<file path="config.mk">
export PLATFORM = sky130hd
export DESIGN_NAME = msd_module_select_driver
export DESIGN_NICKNAME = d
export VERILOG_FILES = /design/src/pkg/msd_pkg.sv /design/src/design/msd_addr_decode.sv /design/src/design/msd_module_select_driver.sv
export VERILOG_INCLUDE_DIRS = /design/src /design/src/pkg
export SDC_FILE = /design/constraint.sdc
export NUM_CORES = 1
export LEC_CHECK = 0
export ABC_AREA = 1
export BUFFER_PORTS_ARGS = -buffer_cell sky130_fd_sc_hd__buf_2
export CAP_MARGIN = 20
export CORE_UTILIZATION = 40
export CTS_CLUSTER_SIZE = 40
export DETAILED_ROUTE_END_ITERATION = 10
export PLACE_DENSITY = 0.72
export SYNTH_ARGS = -nofsm -noshare
export SYNTH_HDL_FRONTEND = slang
export SYNTH_HIERARCHICAL = 1
export SYNTH_SLANG_ARGS = --single-unit
</file>
<file path="constraint.sdc">
create_clock -name clk -period 4.9 [get_ports clk]
set_clock_uncertainty 0.2 [all_clocks]
set_input_delay 0.49 -clock clk [delete_from_list [all_inputs] [get_ports clk]]
set_output_delay 0.49 -clock clk [all_outputs]
set_load 0.01 [all_outputs]
</file>
<file path="src/pkg/msd_map.svh">
// Offsets, field positions, reset values and window constants of the module-select driver
`ifndef MSD_MAP_SVH
`define MSD_MAP_SVH
`define MSD_WIN_BASE 16'hC000
`define MSD_WIN_STRIDE 16'h0040
`define MSD_WIN_BITS 6
`define MSD_REG_OFFSET 6'h08
`define MSD_EN_BIT 13
`define MSD_LVL_MSB 12
`define MSD_LINES 13
`define MSD_DYN_LA 8'hFF
`define MSD_LVL_RESET 13'h1FFF
`endif

</file>
<file path="src/pkg/msd_pkg.sv">
// Types of the module-select driver
package msd_pkg;
	typedef struct packed {
		logic strobe;
		logic write;
		logic [15:0] addr;
		logic [15:0] wdata;
	} msd_bus_req_t;
	typedef struct packed {
		logic ack;
		logic [15:0] rdata;
	} msd_bus_rsp_t;
	typedef enum logic [1:0] {
		MSD_LA_STATIC,
		MSD_LA_WAIT,
		MSD_LA_ASSIGNED
	} msd_la_state_t;
endpackage : msd_pkg

</file>
<file path="src/design/msd_addr_decode.sv">
// A16 window decode for the module-select driver
`timescale 1ns/10ps
`include "msd_map.svh"
module msd_addr_decode
	import msd_pkg::*;
(
	// Address in
	input wire logic [15:0] addr,
	input wire logic [7:0] logical_addr_value,
	// Decode out
	output logic in_window,
	output logic [5:0] offset
);
	logic [15:0] base;

	always_comb
	begin
		base = 16'(`MSD_WIN_BASE + {2'h0, logical_addr_value, 6'h00});
		in_window = (addr[15:`MSD_WIN_BITS] == base[15:`MSD_WIN_BITS]);
		offset = addr[`MSD_WIN_BITS-1:0];
	end
endmodule : msd_addr_decode

</file>
<file path="src/design/msd_module_select_driver.sv">
// Slot-0 module-select line driver with A16 readback register
// Summary of operation
// - Writing one to bit 13 enables drivers
// - Writing zero disables all select drivers
// - Reset clears driver enable bit
// - Enable bit reads back driver state
// - Level bits 12:0 set driven line levels
// - Level writes apply only when bit 13 is written as one
// - Level bits read sampled line levels
// - A16 slave at C000 plus address times 40
// - Register decoded at window offset 08
// - Address static, or 255 means assigned
`timescale 1ns/10ps
`include "msd_map.svh"
module msd_module_select_driver
	import msd_pkg::*;
(
	// Clock and reset
	input wire logic clk,
	input wire logic reset,
	// Static logical address strap
	input wire logic [7:0] static_logical_addr,
	// Dynamic assignment from the logical address register
	input wire logic la_write,
	input wire logic [7:0] la_wdata,
	// A16 slave access
	input wire msd_bus_req_t bus_req,
	output msd_bus_rsp_t bus_rsp,
	// Module-select lines
	input wire logic [12:0] module_select_lines_in,
	output logic [12:0] module_select_lines_out,
	output logic [12:0] module_select_lines_oe_n,
	// Current logical address
	output logic [7:0] logical_addr_value
);
	//--------------------------------------------------------------
	// State
	//--------------------------------------------------------------
	// Driver enable and driven levels
	logic en_q;
	logic en_d;
	logic [12:0] lvl_q;
	logic [12:0] lvl_d;
	// Logical address and its assignment phase
	logic [7:0] la_q;
	logic [7:0] la_d;
	msd_la_state_t la_st_q;
	msd_la_state_t la_st_d;
	// Registered bus response
	logic ack_q;
	logic ack_d;
	logic [15:0] rdata_q;
	logic [15:0] rdata_d;
	// Decode results
	logic in_window;
	logic [5:0] offset;
	logic wr_hit;
	logic rd_hit;

	//--------------------------------------------------------------
	// Decode helpers
	//--------------------------------------------------------------
	// Both byte lanes of the register select it
	function automatic logic reg_match(input logic [5:0] off);
		reg_match = (off[5:1] == 5'(`MSD_REG_OFFSET >> 1));
	endfunction : reg_match

	// Driver enable bit of a write data word
	function automatic logic enable_of(input logic [15:0] data);
		enable_of = data[`MSD_EN_BIT];
	endfunction : enable_of

	//--------------------------------------------------------------
	// Window decode
	//--------------------------------------------------------------
	msd_addr_decode u_dec
	(
		.addr(bus_req.addr),
		.logical_addr_value(la_q),
		.in_window(in_window),
		.offset(offset)
	);

	always_comb
	begin
		wr_hit = bus_req.strobe && bus_req.write && in_window && reg_match(offset);
		rd_hit = bus_req.strobe && !bus_req.write && in_window && reg_match(offset);
	end

	//--------------------------------------------------------------
	// Logical address
	//--------------------------------------------------------------
	// Strap is taken once, on the first clock after reset
	always_comb
	begin
		la_d = la_q;
		la_st_d = la_st_q;
		case (la_st_q)
			MSD_LA_STATIC:
			begin
				la_d = static_logical_addr;
				if (static_logical_addr == `MSD_DYN_LA)
				begin
					// Wait for the resource manager to assign one
					la_st_d = MSD_LA_WAIT;
				end
				else
				begin
					la_st_d = MSD_LA_ASSIGNED;
				end
			end
			MSD_LA_WAIT:
			begin
				if (la_write)
				begin
					la_d = la_wdata;
					la_st_d = MSD_LA_ASSIGNED;
				end
			end
			MSD_LA_ASSIGNED:
			begin
				// A later assignment still moves the window
				if (la_write)
				begin
					la_d = la_wdata;
				end
			end
			default:
			begin
				la_st_d = MSD_LA_STATIC;
			end
		endcase
	end

	always_ff @(posedge clk)
	begin
		if (reset)
		begin
			la_q <= 8'h00;
			la_st_q <= MSD_LA_STATIC;
		end
		else
		begin
			la_q <= la_d;
			la_st_q <= la_st_d;
		end
	end

	//--------------------------------------------------------------
	// Driver register
	//--------------------------------------------------------------
	always_comb
	begin
		en_d = en_q;
		lvl_d = lvl_q;
		if (wr_hit)
		begin
			en_d = enable_of(bus_req.wdata);
			// Levels written with the enable clear are dropped
			if (enable_of(bus_req.wdata))
			begin
				lvl_d = bus_req.wdata[`MSD_LVL_MSB:0];
			end
		end
	end

	always_ff @(posedge clk)
	begin
		if (reset)
		begin
			en_q <= 1'b0;
			lvl_q <= `MSD_LVL_RESET;
		end
		else
		begin
			en_q <= en_d;
			lvl_q <= lvl_d;
		end
	end

	//--------------------------------------------------------------
	// Bus response
	//--------------------------------------------------------------
	always_comb
	begin
		ack_d = bus_req.strobe && in_window;
		rdata_d = 16'h0000;
		// Level bits show the live lines, not the written value
		if (rd_hit)
		begin
			rdata_d = {2'b00, en_q, module_select_lines_in};
		end
	end

	always_ff @(posedge clk)
	begin
		if (reset)
		begin
			ack_q <= 1'b0;
			rdata_q <= 16'h0000;
		end
		else
		begin
			ack_q <= ack_d;
			rdata_q <= rdata_d;
		end
	end

	//--------------------------------------------------------------
	// Outputs
	//--------------------------------------------------------------
	always_comb
	begin
		bus_rsp.ack = ack_q;
		bus_rsp.rdata = rdata_q;
		logical_addr_value = la_q;
	end

	//--------------------------------------------------------------
	// Line drivers
	//--------------------------------------------------------------
	// One driver per line, all released together
	for (genvar gi = 0; gi < `MSD_LINES; gi++)
	begin : g_line
		assign module_select_lines_out[gi] = lvl_q[gi];
		assign module_select_lines_oe_n[gi] = ~en_q;
	end
endmodule : msd_module_select_driver

</file>
* Yosys cells after proc, flatten, opt, wreduce, memory -nomap -nowiden
Cells that the tools add are included.
** Word-level totals
- Input bits :: 66
- Output and inout bits :: 51
- Flip-flop bits (word level) :: 41
- Logic and storage cells :: 38
** Cells by class
- Add/subtract/negate cells :: 1
- Equality and inequality tests :: 7
- Bitwise gates (word level) :: 3
- Reduce and logical (&&, ||, !) cells :: 15
- Multiplexer cells :: 5
** Operator list (number)
- $add A15 B15 Y16 const A :: 1
- $pmux W8 S2 :: 1
- $eq A10 B10 Y1 :: 1
- $eq A8 B8 Y1 const B :: 1
- $mux W8 :: 1
- $logic_and A1 B1 Y1 :: 7
- $pmux W2 S3 :: 1
- $reduce_and A2 Y1 :: 3
- $eq A5 B3 Y1 const B :: 1
- $mux W2 :: 2
- $reduce_or A2 Y1 :: 2
- $not A1 Y1 :: 3
- $eq A2 B1 Y1 const B :: 1
- $eq A2 B2 Y1 const B :: 1
- $logic_not A2 Y1 :: 1
- $ne A2 B1 Y1 const B :: 1
- $ne A2 B2 Y1 const B :: 1
- $reduce_bool A2 Y1 :: 1
- $logic_not A1 Y1 :: 1

* Logic depth before layout (Yosys ltp)
- Depth in word-level cells :: 6
- Mapped depth :: 12
- Mapped depth without buffers :: 11

* Cells and area by module
Netlist, hierarchy kept.
** Modules (own cells, without submodules)
- msd_module_select_driver :: sequential area each 780.7 um^2, times used 1, area an instance 1820.5 um^2, cells each 226
- msd_addr_decode :: sequential area each 0.0 um^2, times used 1, area an instance 196.4 um^2, cells each 43

* Least setup slack after synthesis
No wires, ideal clock.
- Path kind :: input to register
- Start point :: input bus_req[29] in the netlist's numbering
- End point :: register lvl_q[10] (netlist: module_select_lines_out[10])
- Path buffers :: 1
- Cell stages on the path :: 12
- Setup slack :: 3.078 ns
- Required time :: 4.570 ns
- Library setup time :: 0.130 ns
- Arrival :: 1.492 ns
- Cell sequence :: inv_1 nand2_1 nand2_1 nor2_1 nand3_1 nor2_1 nand2_1 nor2_4 nand4_2 buf_6 nand2_1 nand3_1
** Between the ends
- Longest elaborated chain between the ends :: 4
** Ends and longest elaborated chain
- start, declared :: RTL line msd_module_select_driver.sv:27 : input wire msd_bus_req_t bus_req,
- $eq A10 B10 Y1 :: RTL line msd_addr_decode.sv:19 : in_window = (addr[15:`MSD_WIN_BITS] == base[15:`MSD_WIN_BITS]);
- named net in_window :: RTL line msd_module_select_driver.sv:55 : logic in_window;
- $logic_and A1 B1 Y1 (2 in a row) :: RTL line msd_module_select_driver.sv:86 : wr_hit = bus_req.strobe && bus_req.write && in_window && reg_match(offset);
- $reduce_and A2 Y1 (no source line)
- end signal, assigned :: RTL line msd_module_select_driver.sv:172 : lvl_q <= `MSD_LVL_RESET;
- end signal, assigned :: RTL line msd_module_select_driver.sv:177 : lvl_q <= lvl_d;
- end, declared :: RTL line msd_module_select_driver.sv:42 : logic [12:0] lvl_q;
The timed path passes the listed nets, and every way through them passes these cells.
A chain may end at the register's enable or synchronous reset.

* Worst setup path in the final report
- Start point :: register la_q[5] (netlist: logical_addr_value[5])
- End point :: register lvl_q[11] (netlist: module_select_lines_out[11])
** Between the ends
- Longest elaborated chain between the ends :: 5
** Ends and longest elaborated chain
- start, declared :: RTL line msd_module_select_driver.sv:45 : logic [7:0] la_q;
- start signal, assigned :: RTL line msd_module_select_driver.sv:144 : la_q <= la_d;
- $add A15 B15 Y16 (no source line)
- $eq A10 B10 Y1 :: RTL line msd_addr_decode.sv:19
- named net in_window :: RTL line msd_module_select_driver.sv:55
- $logic_and A1 B1 Y1 (2 in a row) :: RTL line msd_module_select_driver.sv:86
- $reduce_and A2 Y1 (no source line)
The timed path passes the listed nets, and every way through them passes these cells.

==> results.yml <==
sta:
  rsz0062_at_grt: "false"
  finalHoldViolCount: 0
  fin_crit_ns: 2.27
  slew_headroom_pct: 60.2
  finalSetupViolCount: 0
  worst_pin_slew_ns: 0.597
  setup_tns_ns: 0
  setup_ws_ns: 2.63
  slew_violations: 0
  clock.fmax_mhz: 441
  min_period_over_period_pct: 46.3
clocking:
  clk_pin_slew_ns: 0.07
  insertion_delay_ns: 0.27
  htree_levels: 2
  clockRootBuffer: "clkbuf_8"
  post-cts-setup-buffers: 0
  cts_made_buffers: 5
  cts_num_sinks: 39
  clockBufferDepth: 2
  tritoncts: "yes"
  cts_hold_buf: 0
  postCtsResizedCells: 0
global_route:
  grt_pass1_vias: 1556
  grt_overflow_total: 0
  grt_max_degree: 22
  grt_pass1_wl_mm: 6.59
  antenna_found_initial: 0
  track_usage_pct: 15.7
logic_synthesis:
  yosys_warnings: 6
  syn_area_per_cell_um2: 7.50
  syn_inst: 268
  syn-cell-area_mm2: 0.00201
hold_path:
  hold_class: "input port to flip-flop"
drt:
  num_vias: 1860
  dr.pass1.iters: 4
  drc_errors: 0
  routed_via_density: 4.38
  antenna_left: 0
  avgRoutedWirePerCell_um: 9.87
  drt_wl_total_mm: 4.20
  drt_iter0_markers: 80
placement:
  gp_congestion: 0.785
  hpwl_mm: 3.33
  post-place-cells: 418
  place_ws_ns: 2.47
  io_buffers: 111
layout:
  regArea_um2: 781
  instances_no_fill: 425
  num_antenna_cells: 0
  synthToLayoutAreaGrowth_pct: 25.7
  drive_above_1_share_pct: 38.8
  num-fill-cells: 477
  multi_input_area_um2: 860
  layout.nets: 427
pwr:
  p_comb_share_pct: 19.6
  power-per-cell-area_mw_per_mm2: 273
  leakage_nw: 1.35
  internal_power_mw: 0.498
  clkPwrFrac_pct: 30.4
  max-vdd-ir-drop_mv: 0.171
  switching_share_pct: 27.7
  total_power_mw: 0.690
  power_frac_seq_pct: 50.0
  p_sw_mw: 0.191
critical_path:
  worst_setup_path_end_kind: "flip-flop"
  path_class: "flip-flop to flip-flop"
  worstPathArrival_ns: 2.21
  startpoint_type: "flip-flop"
  critical_path_required_ns: 4.84
  critPathMaxFanout: 15
  rrSetupSlack_ns: 2.63
floorplanning:
  rows: 25
  die_y_um: 72.9
  core_mm2: 0.00479
  ios: 117
  start_util_pct: 42.0
  chipWidth_um: 72.9
  die_area_mm2: 0.00531
job:
  maxCapViolations: 0
status:
  outcome: "complete, no violations"
layout by cell type (no fill, tap or decap), types with 2 or more instances in the layout:
cell / n
buf_2: 111
nand2_1: 51
inv_1: 41
dfxtp_1: 39
nor2_1: 31
o21ai_0: 17
nand3_1: 17
nand4_1: 14
nor2_4: 12
clkbuf_8: 6
ha_1: 3
nor2_2: 2
a21oi_1: 2
conb_1: 2
xnor2_1: 2
power groups by stage:
stage / clock network (mW) / logic, mW / registers [mW]
finish: 0.210 / 0.135 / 0.345
global route: 0.234 / 0.153 / 0.347
CTS: 0.220 / 0.136 / 0.345
detailed placement: 0 / 0.135 / 0.352
global placement: 0 / 0.133 / 0.352
floorplan: 0 / 0.0821 / 0.355
final timing paths:
kind	start	to	cells after the start
max reg2reg	logical_addr_value[5]	module_select_lines_out[11]	11
max	logical_addr_value[5]	module_select_lines_out[11]	11
min reg2reg	module_select_lines_out[1]	module_select_lines_out[1]	2
min	module_select_lines_in[9]	rdata_q[9]	3
sequential cells by signal, indices dropped and copies added, names as in the netlist:
name,count
ack_q,1
en_q,1
la_st_q,2
logical_addr_value,8
module_select_lines_out,13
rdata_q,14
routing by layer:
layer  vias up  global-route usage (%)  part of all wire, %
met5         -                       0                    0
met4         0                    4.58                 0.31
met3         2                    4.70                  8.1
met2        70                    25.9                   48
met1       806                    19.9                   44
li1        982                       -                    -
worst max-delay path: stages (launching register included):
cell     delay, ns
dfxtp_1       0.37
inv_1         0.07
nand2_1       0.05
nand2_1       0.05
nor2_1        0.09
nand3_1       0.09
nor2_1        0.10
nand2_1       0.12
nor2_4        0.30
nand4_2       0.41
nand2_1       0.18
nand3_1       0.09
metrics by stage:
stage / cell area [µm²] / hold WS (ns) / util, %
final: 2520 / 0.218 / 52.8
after global routing: 2520 / 0.205 / 52.8
after CTS: 2520 / 0.209 / 52.8
after detailed placement: 2440 / 0.237 / 50.9
after global placement: 2440 / 0.234 / 50.9
after floorplan: 2010 / 0.241 / -
cell type report:
cell class	count	share of cell area (%)
clock inverter	1	0.198
timing repair buffer	111	22.0
inverter	42	6.24
multi-input combinational	159	34.0
tap	67	3.32
sequential	39	30.9
clock buffer	6	3.27
(Power assumes the default switching activity.)
